==> config.mk <==
export PLATFORM = sky130hd
export DESIGN_NAME = ilr_level_regs
export DESIGN_NICKNAME = d
export VERILOG_FILES = /design/src/ilr_pkg.sv /design/src/ilr_level_regs.sv /design/src/ilr_sync.sv
export SDC_FILE = /design/constraint.sdc
export NUM_CORES = 1
export LEC_CHECK = 0
export ABC_AREA = 1
export BUFFER_PORTS_ARGS = -buffer_cell sky130_fd_sc_hd__buf_4
export CORE_MARGIN = 4
export CORE_UTILIZATION = 35
export CTS_BUF_LIST = sky130_fd_sc_hd__clkbuf_2 sky130_fd_sc_hd__clkbuf_4 sky130_fd_sc_hd__clkbuf_8
export DETAILED_ROUTE_END_ITERATION = 6
export PLACE_DENSITY = 0.57
export SYNTH_ARGS = -nofsm -noshare
export SYNTH_HDL_FRONTEND = slang
export SYNTH_SLANG_ARGS = --single-unit
export TNS_END_PERCENT = 20
==> constraint.sdc <==
create_clock -name clk -period 7.07 [get_ports clk]
set_input_delay 0.707 -clock clk [delete_from_list [all_inputs] [get_ports clk]]
set_output_delay 0.707 -clock clk [all_outputs]
set_load 0.03 [all_outputs]
==> src/ilr_pkg.sv <==
// Purpose: shared constants and types for the interrupt level assignment registers
// Assumes: APB with 32-bit data, byte addresses
// Notes:   level 0 disables a source, levels 1..7 rank it
package ilr_pkg;

  localparam int ADDR_W = 16;
  localparam int DATA_W = 32;
  localparam int LVL_W  = 3;
  localparam int SRC_W  = 5;
  localparam int NSRC   = 7;

  // register byte addresses
  localparam logic [ADDR_W-1:0] ADDR_LEVEL_CFG1 = 16'hF614;
  localparam logic [ADDR_W-1:0] ADDR_LEVEL_CFG2 = 16'hF618;
  localparam logic [ADDR_W-1:0] ADDR_EVT_STATUS = 16'hF630;
  localparam logic [ADDR_W-1:0] ADDR_EVT_ENABLE = 16'hF634;
  localparam logic [ADDR_W-1:0] ADDR_EVT_CLEAR  = 16'hF638;
  localparam logic [ADDR_W-1:0] ADDR_RESOLVED   = 16'hF63C;

  // field low bit positions
  localparam int POS_TIMER2   = 24;
  localparam int POS_TIMER1   = 16;
  localparam int POS_EXT_IN1  = 8;
  localparam int POS_EXT_IN0  = 0;
  localparam int POS_NAND     = 24;
  localparam int POS_EXT_IN3S = 8;
  localparam int POS_EXT_IN2  = 0;

  // writable bits; everything else is reserved and reads zero
  localparam logic [DATA_W-1:0] MASK_LEVEL_CFG1 = 32'h07070707;
  localparam logic [DATA_W-1:0] MASK_LEVEL_CFG2 = 32'h07000707;

  localparam logic [LVL_W-1:0] LEVEL_RESET    = 3'h0;
  localparam logic [LVL_W-1:0] LEVEL_DISABLED = 3'h0;

  // controller source numbers
  localparam logic [SRC_W-1:0] SRC_TIMER2   = 5'h13;
  localparam logic [SRC_W-1:0] SRC_TIMER1   = 5'h12;
  localparam logic [SRC_W-1:0] SRC_EXT_IN1  = 5'h03;
  localparam logic [SRC_W-1:0] SRC_EXT_IN0  = 5'h02;
  localparam logic [SRC_W-1:0] SRC_NAND     = 5'h15;
  localparam logic [SRC_W-1:0] SRC_EXT_IN3S = 5'h05;
  localparam logic [SRC_W-1:0] SRC_EXT_IN2  = 5'h04;

  // event status bits
  localparam int EVT_W        = 4;
  localparam int EVT_CFG1_WR  = 0;
  localparam int EVT_CFG2_WR  = 1;
  localparam int EVT_DIS_HIT  = 2;
  localparam int EVT_TOP_CHG  = 3;
  localparam logic [EVT_W-1:0] EVT_RESET = 4'h0;

  // resolved word layout
  localparam int RES_LVL_POS  = 0;
  localparam int RES_SRC_POS  = 8;
  localparam int RES_PEND_POS = 16;

  typedef struct packed {
    logic [LVL_W-1:0] timer2Level;
    logic [LVL_W-1:0] timer1Level;
    logic [LVL_W-1:0] extIn1Level;
    logic [LVL_W-1:0] extIn0Level;
    logic [LVL_W-1:0] nandCtrlLevel;
    logic [LVL_W-1:0] extIn3SharedLevel;
    logic [LVL_W-1:0] extIn2Level;
  } ilr_levels_s;

  typedef struct packed {
    logic             valid;
    logic [LVL_W-1:0] level;
    logic [SRC_W-1:0] source;
  } ilr_top_s;

endpackage

==> src/ilr_level_regs.sv <==
// Purpose: level assignment registers 1 and 2 with level gating and resolution
// Assumes: APB slave, zero wait states; timer and nand requests on clk
// Notes:   external requests are pins and pass a synchroniser first
`timescale 1ns/100ps
`default_nettype none
module ilr_level_regs
  import ilr_pkg::*;
(
  input  wire logic              clk,            // system clock, 200 MHz
  input  wire logic              rst,            // sync reset, active high
  input  wire logic              psel,           // apb select
  input  wire logic              penable,        // apb access phase
  input  wire logic              pwrite,         // apb write
  input  wire logic [ADDR_W-1:0] paddr,          // apb byte address
  input  wire logic [DATA_W-1:0] pwdata,         // apb write data
  output logic      [DATA_W-1:0] prdata,         // apb read data
  output logic                   pready,         // apb ready
  output logic                   pslverr,        // apb error, unmapped address
  input  wire logic              timer2Req,      // timer channel 2 request
  input  wire logic              timer1Req,      // timer channel 1 request
  input  wire logic              nandCtrlReq,    // nand flash controller request
  input  wire logic [3:0]        extInPin,       // external interrupt pins 0..3
  input  wire logic              ethCh1Req,      // ethernet channel 1 request
  output ilr_levels_s            levels,         // programmed levels
  output logic      [NSRC-1:0]   srcPending,     // requesting and enabled
  output ilr_top_s               top,            // winning source and level
  output logic                   irq             // event interrupt
);

  // ---------------- request conditioning ----------------
  logic [3:0]      extInSync;
  logic [NSRC-1:0] reqVec;

  ilr_sync #(
    .WIDTH (4)
  ) u_ext_sync (
    .clk    (clk),
    .rst    (rst),
    .async  (extInPin),
    .synced (extInSync)
  );

  // order: timer2, timer1, ext1, ext0, nand, ext3/eth1, ext2
  always_comb begin
    reqVec[6] = timer2Req;
    reqVec[5] = timer1Req;
    reqVec[4] = extInSync[1];
    reqVec[3] = extInSync[0];
    reqVec[2] = nandCtrlReq;
    // either requester raises the shared source; software cannot tell which one
    reqVec[1] = extInSync[3] | ethCh1Req;
    reqVec[0] = extInSync[2];
  end

  // ---------------- functions ----------------
  function automatic logic [LVL_W-1:0] field_of(
    input logic [DATA_W-1:0] word,
    input int                pos
  );
    field_of = word[pos +: LVL_W];
  endfunction

  function automatic logic level_enabled(input logic [LVL_W-1:0] lvl);
    level_enabled = (lvl != LEVEL_DISABLED);
  endfunction

  // levels flattened so a loop index picks a field; index 0 is timer 2
  function automatic logic [LVL_W-1:0] level_at(
    input ilr_levels_s lv,
    input int          idx
  );
    logic [NSRC*LVL_W-1:0] flat;
    flat     = lv;
    level_at = flat[(NSRC-1-idx)*LVL_W +: LVL_W];
  endfunction

  function automatic logic [SRC_W-1:0] source_at(input int idx);
    case (idx)
      0:       source_at = SRC_TIMER2;
      1:       source_at = SRC_TIMER1;
      2:       source_at = SRC_EXT_IN1;
      3:       source_at = SRC_EXT_IN0;
      4:       source_at = SRC_NAND;
      5:       source_at = SRC_EXT_IN3S;
      default: source_at = SRC_EXT_IN2;
    endcase
  endfunction

  // one select line per mapped register, shared by the write and error paths; the read mux decodes paddr itself
  localparam int SEL_CFG1   = 0;
  localparam int SEL_CFG2   = 1;
  localparam int SEL_STATUS = 2;
  localparam int SEL_ENABLE = 3;
  localparam int SEL_CLEAR  = 4;
  localparam int SEL_RESOLV = 5;
  localparam int SEL_N      = 6;

  function automatic logic [SEL_N-1:0] reg_select(input logic [ADDR_W-1:0] addr);
    reg_select = '0;
    case (addr)
      ADDR_LEVEL_CFG1: reg_select[SEL_CFG1]   = 1'b1;
      ADDR_LEVEL_CFG2: reg_select[SEL_CFG2]   = 1'b1;
      ADDR_EVT_STATUS: reg_select[SEL_STATUS] = 1'b1;
      ADDR_EVT_ENABLE: reg_select[SEL_ENABLE] = 1'b1;
      ADDR_EVT_CLEAR:  reg_select[SEL_CLEAR]  = 1'b1;
      ADDR_RESOLVED:   reg_select[SEL_RESOLV] = 1'b1;
      default:         reg_select = '0;
    endcase
  endfunction

  // ---------------- apb decode ----------------
  logic setupPhase;
  logic accessPhase;
  logic wrAccess;
  logic             addrHit;
  logic [SEL_N-1:0] regSel;

  assign setupPhase  = psel & ~penable;
  assign accessPhase = psel & penable;
  assign wrAccess    = accessPhase & pwrite;
  assign regSel      = reg_select(paddr);
  assign addrHit     = |regSel;

  // zero wait states: read data is staged during setup
  assign pready  = accessPhase;
  // only unmapped addresses error; writes to read-only registers are dropped quietly
  assign pslverr = accessPhase & ~addrHit;

  // ---------------- level registers ----------------
  logic [DATA_W-1:0] cfg1;
  logic [DATA_W-1:0] cfg2;
  logic [DATA_W-1:0] next_cfg1;
  logic [DATA_W-1:0] next_cfg2;
  logic              cfg1Wr;
  logic              cfg2Wr;

  // reset words carry the per-field reset level in every level field
  localparam logic [DATA_W-1:0] CFG1_RESET = {5'h00, LEVEL_RESET, 5'h00, LEVEL_RESET,
                                              5'h00, LEVEL_RESET, 5'h00, LEVEL_RESET};
  localparam logic [DATA_W-1:0] CFG2_RESET = {5'h00, LEVEL_RESET, 13'h0000,
                                              LEVEL_RESET, 5'h00, LEVEL_RESET};

  assign cfg1Wr = wrAccess & regSel[SEL_CFG1];
  assign cfg2Wr = wrAccess & regSel[SEL_CFG2];

  always_comb begin
    next_cfg1 = cfg1;
    next_cfg2 = cfg2;
    if (cfg1Wr) begin
      next_cfg1 = pwdata & MASK_LEVEL_CFG1;
    end
    if (cfg2Wr) begin
      next_cfg2 = pwdata & MASK_LEVEL_CFG2;
    end
  end

  always_ff @(posedge clk) begin
    if (rst) begin
      cfg1 <= CFG1_RESET;
      cfg2 <= CFG2_RESET;
    end else begin
      cfg1 <= next_cfg1;
      cfg2 <= next_cfg2;
    end
  end

  always_comb begin
    levels.timer2Level       = field_of(cfg1, POS_TIMER2);
    levels.timer1Level       = field_of(cfg1, POS_TIMER1);
    levels.extIn1Level       = field_of(cfg1, POS_EXT_IN1);
    levels.extIn0Level       = field_of(cfg1, POS_EXT_IN0);
    levels.nandCtrlLevel     = field_of(cfg2, POS_NAND);
    levels.extIn3SharedLevel = field_of(cfg2, POS_EXT_IN3S);
    levels.extIn2Level       = field_of(cfg2, POS_EXT_IN2);
  end

  // ---------------- gating and resolution ----------------
  logic [NSRC-1:0] next_srcPending;
  logic [NSRC-1:0] disHitVec;
  // reqPrev resets low like idle request pins, so no false edge follows reset
  logic [NSRC-1:0] reqPrev;
  logic [NSRC-1:0] next_reqPrev;
  ilr_top_s        next_top;

  // ties go to the earlier entry in the order above, i.e. timer 2 first
  always_comb begin
    next_srcPending = '0;
    disHitVec       = '0;
    next_top        = '0;
    next_reqPrev    = reqVec;
    for (int i = 0; i < NSRC; i++) begin
      if (level_enabled(level_at(levels, i))) begin
        next_srcPending[NSRC-1-i] = reqVec[NSRC-1-i];
      end else begin
        disHitVec[NSRC-1-i] = reqVec[NSRC-1-i] & ~reqPrev[NSRC-1-i];
      end
      if (next_srcPending[NSRC-1-i] &&
          (!next_top.valid || level_at(levels, i) > next_top.level)) begin
        next_top.valid  = 1'b1;
        next_top.level  = level_at(levels, i);
        next_top.source = source_at(i);
      end
    end
  end

  always_ff @(posedge clk) begin
    if (rst) begin
      srcPending <= '0;
      top        <= '0;
      reqPrev    <= '0;
    end else begin
      srcPending <= next_srcPending;
      top        <= next_top;
      reqPrev    <= next_reqPrev;
    end
  end

  // ---------------- event status, enable, clear ----------------
  logic [EVT_W-1:0] evtStatus;
  logic [EVT_W-1:0] evtEnable;
  logic [EVT_W-1:0] next_evtStatus;
  logic [EVT_W-1:0] next_evtEnable;
  logic [EVT_W-1:0] evtSet;
  logic [EVT_W-1:0] evtClr;
  logic             next_irq;

  always_comb begin
    evtSet              = '0;
    evtSet[EVT_CFG1_WR] = cfg1Wr;
    evtSet[EVT_CFG2_WR] = cfg2Wr;
    evtSet[EVT_DIS_HIT] = |disHitVec;
    evtSet[EVT_TOP_CHG] = (next_top != top);
    evtClr = '0;
    if (wrAccess && regSel[SEL_CLEAR]) begin
      evtClr = pwdata[EVT_W-1:0];
    end
    // a new event in the clearing cycle survives
    next_evtStatus = (evtStatus & ~evtClr) | evtSet;
    next_evtEnable = evtEnable;
    if (wrAccess && regSel[SEL_ENABLE]) begin
      next_evtEnable = pwdata[EVT_W-1:0];
    end
    // built from next status so irq rises with the status bit, not a cycle later
    next_irq = |(next_evtStatus & next_evtEnable);
  end

  always_ff @(posedge clk) begin
    if (rst) begin
      evtStatus <= EVT_RESET;
      evtEnable <= EVT_RESET;
      irq       <= 1'b0;
    end else begin
      evtStatus <= next_evtStatus;
      evtEnable <= next_evtEnable;
      irq       <= next_irq;
    end
  end

  // ---------------- read data ----------------
  logic [DATA_W-1:0] rdMux;
  logic [DATA_W-1:0] next_prdata;

  always_comb begin
    rdMux = '0;
    case (paddr)
      ADDR_LEVEL_CFG1: rdMux = cfg1 & MASK_LEVEL_CFG1;
      ADDR_LEVEL_CFG2: rdMux = cfg2 & MASK_LEVEL_CFG2;
      ADDR_EVT_STATUS: rdMux[EVT_W-1:0] = evtStatus;
      ADDR_EVT_ENABLE: rdMux[EVT_W-1:0] = evtEnable;
      ADDR_RESOLVED: begin
        rdMux[RES_LVL_POS +: LVL_W]  = top.level;
        rdMux[RES_SRC_POS +: SRC_W]  = top.source;
        rdMux[RES_PEND_POS +: NSRC]  = srcPending;
      end
      default: rdMux = '0;
    endcase
    next_prdata = prdata;
    if (setupPhase) begin
      next_prdata = pwrite ? '0 : rdMux;
    end
  end

  always_ff @(posedge clk) begin
    if (rst) begin
      prdata <= '0;
    end else begin
      prdata <= next_prdata;
    end
  end

endmodule
`default_nettype wire

==> src/ilr_sync.sv <==
// Purpose: two flip-flop synchroniser for asynchronous input pins
// Assumes: synchronous active-high reset
// Notes:   only the second stage may be read downstream
`timescale 1ns/100ps
`default_nettype none
module ilr_sync #(
  parameter int WIDTH = 1
) (
  input  wire logic             clk,    // system clock
  input  wire logic             rst,    // sync reset, active high
  input  wire logic [WIDTH-1:0] async,  // raw pin levels
  output logic      [WIDTH-1:0] synced  // retimed levels
);

  logic [WIDTH-1:0] stage1;
  logic [WIDTH-1:0] next_stage1;
  logic [WIDTH-1:0] next_synced;

  always_comb begin
    next_stage1 = async;
    next_synced = stage1;
  end

  always_ff @(posedge clk) begin
    if (rst) begin
      stage1 <= '0;
      synced <= '0;
    end else begin
      stage1 <= next_stage1;
      synced <= next_synced;
    end
  end

endmodule
`default_nettype wire

# ---- Word-level counts from Yosys, hierarchy flattened
# Cells that the tools add are included.
dict set report classes {
  n_lt_le_gt_ge 6
  n_eq_ne 7
  mux 35
  bitwise 27
  n_reduce_logical 30
}
# op n
set op_table {}
lappend op_table {{== test 16 bit, second input constant} 6}
lappend op_table {{two-way mux 9 bit} 7}
lappend op_table {{two-way mux 32 bit} 1}
lappend op_table {{nonzero test 3 bit} 7}
lappend op_table {{two-way mux 1 bit} 20}
lappend op_table {{greater-than comparator 3 bit} 6}
lappend op_table {{case mux 3 bit (5 select lines)} 1}
lappend op_table {{case mux 5 bit (3 select lines)} 1}
lappend op_table {{case mux 7 bit (2 select lines)} 1}
lappend op_table {{bitwise AND 1 bit} 13}
lappend op_table {{inequality test 9 bit} 1}
lappend op_table {{NOT 1 bit} 9}
lappend op_table {{bitwise AND 4 bit} 2}
lappend op_table {{logical AND 1 bit} 8}
lappend op_table {{two-way mux 4 bit} 2}
lappend op_table {{case mux 4 bit (2 select lines)} 1}
lappend op_table {{OR reduction 7 bit} 1}
lappend op_table {{zero test 1 bit} 6}
lappend op_table {{logical OR 1 bit} 6}
lappend op_table {{OR reduction 6 bit} 1}
lappend op_table {{NOT 4 bit} 1}
lappend op_table {{OR 4 bit} 1}
lappend op_table {{OR reduction 4 bit} 1}
lappend op_table {{case mux 1 bit (2 select lines)} 1}
lappend op_table {{OR 1 bit} 1}
dict set report word_totals {
  ff_bits 93
  out_inout_bits 72
  word_cells 118
}

# ---- Logic depth before layout (Yosys ltp)
dict set report logic_depth {
  word_depth 31
  depth_mapped 66
  mapped_depth_nobuf 66
}

# ---- By module
# Synthesis repeated with hierarchy kept, for this count alone.
dict set report hier_totals {
  cells_unflattened 634
  area_unflattened_um2 4349.2
}
# module n_inst cells_per_inst area_per_inst_um2 seq_area_each_um2
set modules_own_cells {}
lappend modules_own_cells {ilr_level_regs 1 609 4117.7 1401.3}
lappend modules_own_cells {ilr_sync 1 25 231.5 160.2}

# ---- Least setup slack after synthesis
# No wires, ideal clock.
dict set report synth_path {
  kind {input -> register}
  startpoint {in timer2Req}
  endpoint {reg irq}
  arrival_ns 6.814
  required_time_ns 6.951
  path_slack_ns 0.137
  stages 61
  n_path_buf 3
  cell_sequence {nand2_4 > nor2_1 > ha_1 > nand3_1 > nand2_1 > nand2_2 > nand2_2 > nand2_1 > nand2_1 > ha_1 > a21oi_1 > nand2_1 > nand2_1 > nand2_1 > nand2_2 > inv_2 > nand2_1 > nand2_1 > [... 25 more ...] > nand3_1 > nand2_1 > ha_1 > a21oi_1 > o21ai_0 > nand2_1 > nand2_1 > nand2_4 > buf_4 > nand3_1 > nand2_1 > nand3_2 > nor2_2 > nand2_1 > nor2_2 > nand2_1 > nand2_1 > nand2_1}
}
dict set report synth_between {
  elab_chain_len 30
}
# item line
set synth_rtl {}
lappend synth_rtl {{start: declaration} ilr_level_regs.sv:19} ;# input wire logic timer2Req,
lappend synth_rtl {{two-way mux 1 bit} ilr_level_regs.sv:192} ;# if (level_enabled(level_at(levels, i))) begin
lappend synth_rtl {{two-way mux 9 bit} ilr_level_regs.sv:197} ;# if (next_srcPending[NSRC-1-i] &&
lappend synth_rtl {{greater-than comparator 3 bit or zero test 1 bit (tied branches)} ilr_level_regs.sv:198} ;# (!next_top.valid || level_at(levels, i) > next_top.level)) begin
lappend synth_rtl {{logical OR 1 bit} ilr_level_regs.sv:198}
lappend synth_rtl {{logical AND 1 bit} ilr_level_regs.sv:197}
lappend synth_rtl {{two-way mux 9 bit} ilr_level_regs.sv:197}
lappend synth_rtl {{greater-than comparator 3 bit or zero test 1 bit (tied branches)} ilr_level_regs.sv:198}
lappend synth_rtl {{logical OR 1 bit} ilr_level_regs.sv:198}
lappend synth_rtl {{[... 14 more ...]} --}
lappend synth_rtl {{greater-than comparator 3 bit or zero test 1 bit (tied branches)} ilr_level_regs.sv:198}
lappend synth_rtl {{logical OR 1 bit} ilr_level_regs.sv:198}
lappend synth_rtl {{logical AND 1 bit} ilr_level_regs.sv:197}
lappend synth_rtl {{two-way mux 9 bit} ilr_level_regs.sv:197}
lappend synth_rtl {{inequality test 9 bit} ilr_level_regs.sv:232} ;# evtSet[EVT_TOP_CHG] = (next_top != top);
lappend synth_rtl {{OR 4 bit *} ilr_level_regs.sv:238} ;# next_evtStatus = (evtStatus & ~evtClr) | evtSet;
lappend synth_rtl {{bitwise AND 4 bit *} ilr_level_regs.sv:244} ;# next_irq = |(next_evtStatus & next_evtEnable);
lappend synth_rtl {{OR reduction 4 bit *} ilr_level_regs.sv:244}
lappend synth_rtl {{end signal: assignment} ilr_level_regs.sv:255} ;# irq <= next_irq;
lappend synth_rtl {{end: declaration} ilr_level_regs.sv:27} ;# output logic irq
# Mark *: on every way between the ends. The rest lies on a longest branch, timed or not.
# A chain may end at the register's enable or synchronous reset.

# ---- Worst setup path after layout
dict set report layout_path {
  startpoint {reg cfg1[26]}
  endpoint {reg irq}
}
dict set report layout_between {
  elab_chain_len 31
}
# item line
set layout_rtl {}
lappend layout_rtl {{start: declaration} ilr_level_regs.sv:130} ;# logic [DATA_W-1:0] cfg1;
lappend layout_rtl {{start signal: assignment} ilr_level_regs.sv:162} ;# cfg1 <= next_cfg1;
lappend layout_rtl {{nonzero test 3 bit} ilr_level_regs.sv:64} ;# level_enabled = (lvl != LEVEL_DISABLED);
lappend layout_rtl {{two-way mux 1 bit} ilr_level_regs.sv:192}
lappend layout_rtl {{two-way mux 9 bit} ilr_level_regs.sv:197}
lappend layout_rtl {{greater-than comparator 3 bit or zero test 1 bit (tied branches)} ilr_level_regs.sv:198}
lappend layout_rtl {{logical OR 1 bit} ilr_level_regs.sv:198}
lappend layout_rtl {{logical AND 1 bit} ilr_level_regs.sv:197}
lappend layout_rtl {{two-way mux 9 bit} ilr_level_regs.sv:197}
lappend layout_rtl {{greater-than comparator 3 bit or zero test 1 bit (tied branches)} ilr_level_regs.sv:198}
lappend layout_rtl {{[... 15 more ...]} --}
lappend layout_rtl {{greater-than comparator 3 bit or zero test 1 bit (tied branches)} ilr_level_regs.sv:198}
lappend layout_rtl {{logical OR 1 bit} ilr_level_regs.sv:198}
lappend layout_rtl {{logical AND 1 bit} ilr_level_regs.sv:197}
lappend layout_rtl {{two-way mux 9 bit} ilr_level_regs.sv:197}
lappend layout_rtl {{inequality test 9 bit} ilr_level_regs.sv:232}
lappend layout_rtl {{OR 4 bit *} ilr_level_regs.sv:238}
lappend layout_rtl {{bitwise AND 4 bit *} ilr_level_regs.sv:244}
lappend layout_rtl {{OR reduction 4 bit *} ilr_level_regs.sv:244}
# Marked as above.

==> flow_summary.ini <==
[synthesis]
yosysTopAreaCell = dfxtp_1
yosys-top-cells-area = dfxtp_1 36%, nand2_1 12%, nand3_1 7.7%, a21oi_1 6.1%, inv_1 5.4%
synth_top_area_share = 0.3604
synth-seq-area-share = 0.3604
synth.cell_area_um2 = 4333
synth-edff-count = 0
post-synth-top-count-cell = nand2_1
syn_avg_cell_area_um2 = 6.834
synth_cells = 634
synth_seq_cells = 78
yosys-top-cells-count = 142 x nand2_1, 78 x dfxtp_1, 67 x nand3_1
async_flop_share = 0
synthFlopType = dfxtp_1
yosys_warnings = 0
ys_types = 38

[worst_setup_path]
worstSetupStartpointType = flip-flop
slowest_stage = dfxtp_4
cp.arrival_ps = 7070
max_stage_delay_ps = 380
reg2reg_to = irq
r2r_slack_ps = 250
critPathRequiredTime_ps = 7330
critical_path.max_fanout = 8
worstSetupPathType = reg -> reg
crit_top_cell = nand2_2
timing.rr.start = cfg1[26]
reg2regPathDepth = 64
worstSetupEndpointType = flip-flop

[job]
cap_violations = 0

[hold_path]
whs_path_depth = 2
hp-class = reg -> reg
min_from = u_ext_sync.next_synced[2]
holdPathEnd = u_ext_sync.synced[2]

[die]
fp.dieW_um = 119.3
core_area_um2 = 12060
rows = 40
ioPinCount = 133
die_area_um2 = 14220
die_y_um = 119.3
initial_core_util = 0.3592

[power_and_ir_drop]
power.clock.fraction = 0.452
p_int_uw = 707.7
power.density_nw_per_um2 = 141.4
p_leak_uw = 0.003063
seqPwrFrac = 0.483
switchingPower_uw = 212.7
vdd_drop_max_mv = 0.09837
p_sw_frac = 0.2311
p_comb_frac = 0.065

[clock_tree]
cts_tree = built
cts.sinks = 78
cts_htree_levels = 3
cts_inserted_buffers = 9
clock_tree.buffer_depth = 2
path_clk_slew_ps = 80
clk_latency_ps = 380
cts_root_buf = clkbuf_8

[global_route]
grt_pass1_wl_mm = 23.05
antenna_found_initial = 0
grt_use_total = 0.2036
globalRoute.totalOverflow = 0
grt_max_degree = 56
grt_pass1_vias = 4457

[timing]
maxClockFrequency_ghz = 0.1467
hold_violations = 0
rsz0062_at_grt = yes
relSlewSlack = 0.4817
period_share = 0.9643
setup_violations = 0
fin_skew_ps = 13.97
fin_tns_setup_ps = 0
hold_ws_ps = 403.9
worst_slack_ps = 252.1
slew_viol_final = 0
period_needed_ps = 6818
tightestPinTransition_ps = 774.6

[cells_and_area]
diodes = 0
fill_cells = 1164
fin_nets = 873
synthToLayoutAreaGrowth_pct = 50.22
drive_gt1_frac = 0.4030
final_cells = 967

[route]
wirelength_mm = 15.12
drtAntennaViolNets = 0
routedWlPerCell_um = 15.64
drt-pass1-iter-count = 5
vias = 4762
drc = 0
drt_iter0_drc = 308
vias_per_cell = 4.925

[outcome]
status = finished clean

[place]
gp_congestion = 0.9134
pre_cts_slack_ps = -756.3
port_buffers = 98
post-place-cells = 933
dp.final_hpwl_mm = 11.45
-- power by group through the flow --
| stage | combinational (uW) | sequential, uW | clock [uW] |
|---|---|---|---|
| after global routing | 65.7 | 445 | 439 |
| after detailed placement | 59.8 | 455 | 0 |
| after global placement | 59.2 | 455 | 0 |
| final | 60.2 | 444 | 416 |
| after floorplan | 38.4 | 455 | 0 |
| after CTS | 60.1 | 445 | 424 |
-- placed cells by master, fill, tap and decap left out, types with 3 or more instances in the layout --
master       n
ha_1         3
clkbuf_8    10
nor4_1       3
nor2_4       3
nand2_4     21
buf_4      161
a21oi_2      5
o22ai_1      6
a21oi_1     48
nor3_1       8
nand2_2     33
dfxtp_1     75
nand3_2     12
ha_4        14
bufinv_16    3
inv_2       20
nand3_1     50
nor2_1      52
nand3_4      8
o21ai_2      3
conb_1      15
inv_1       58
a31oi_1      4
o21ai_0     29
nand2_1    101
nor2_2       6
o221ai_1     5
buf_6        8
nand4_1     10
-- area by class of cell --
cell class,count,area (um^2),area share
Inverter,81,314.1,0.04825
Multi-Input combinational cell,455,2872,0.4412
Clock inverter,6,108.9,0.01672
Tap cell,168,210.2,0.03230
Sequential cell,78,1568,0.2409
Timing Repair Buffer,169,1299,0.1995
Clock buffer,10,137.6,0.02115
-- registers in the layout, indices dropped and copies added (netlist names) --
signal and count:
top 8, u_ext_sync.next_synced 4, evtEnable 4, prdata 18, cfg1 12, srcPending 7
evtStatus 4, u_ext_sync.synced 4, irq 1, reqPrev 7, cfg2 9
-- metal layers --
layer  global-route usage  up-vias  routed length, um  part of all wire
met5                    0        -                  0                 0
met4              0.07531        0                420             0.028
met3              0.04226       35               1029             0.068
met2               0.3292      147               6932              0.46
met1               0.2669     2205               6738              0.45
li1                     -     2375                  -                 -
-- repair_timing --
action	4_1_cts	5_1_grt
setup endpoints to repair	5	8
buffers inserted	6	13
hold buffers	0	0
gates resized for setup	24	108
pin swaps	5	62
-- through the flow --
| stage | area [um^2] | util | total power [uW] |
|---|---|---|---|
| floorplan | 4385 | - | 493.1 |
| global placement | 5532 | 0.4586 | 514.1 |
| detailed placement | 5532 | 0.4586 | 514.8 |
| CTS | 5942 | 0.4926 | 928.9 |
| global route | 6509 | 0.5396 | 949.5 |
| finish | 6509 | 0.5396 | 920.5 |
-- logic make-up (layout without fill, tap and decap cells) --
| group | Yosys count | count (layout) | share of synthesized area |
|---|---|---|---|
| other | 1 | 15 | 0.0008655 |
| flip-flops | 78 | 78 | 0.3604 |
| AO/OA/AOI/OAI | 107 | 107 | 0.1351 |
| AND/OR/NAND/NOR | 315 | 315 | 0.3358 |
| adder cells (fa/ha/maj) | 18 | 18 | 0.05198 |
| buffers and inverters | 115 | 266 | 0.1158 |
-- how the worst max path moves through the flow --
stage,start,to,slack (ps),depth (start not counted)
after floorplan,timer2Req,irq,140,61
after global placement,timer2Req,irq,-550,62
after detailed placement,timer2Req,irq,-760,63
after CTS,cfg1[24],irq,20,66
after global routing,cfg1[26],irq,-270,64
final,cfg1[26],irq,250,64
-- worst max-delay path: cells and delay by family, from the launching register on --
family	cells	cell delay, ps
flops	1	380
buf+inv	8	890
fa+ha+maj	6	1520
simple gates	50	3880
Power figures use the tool's default switching activity.
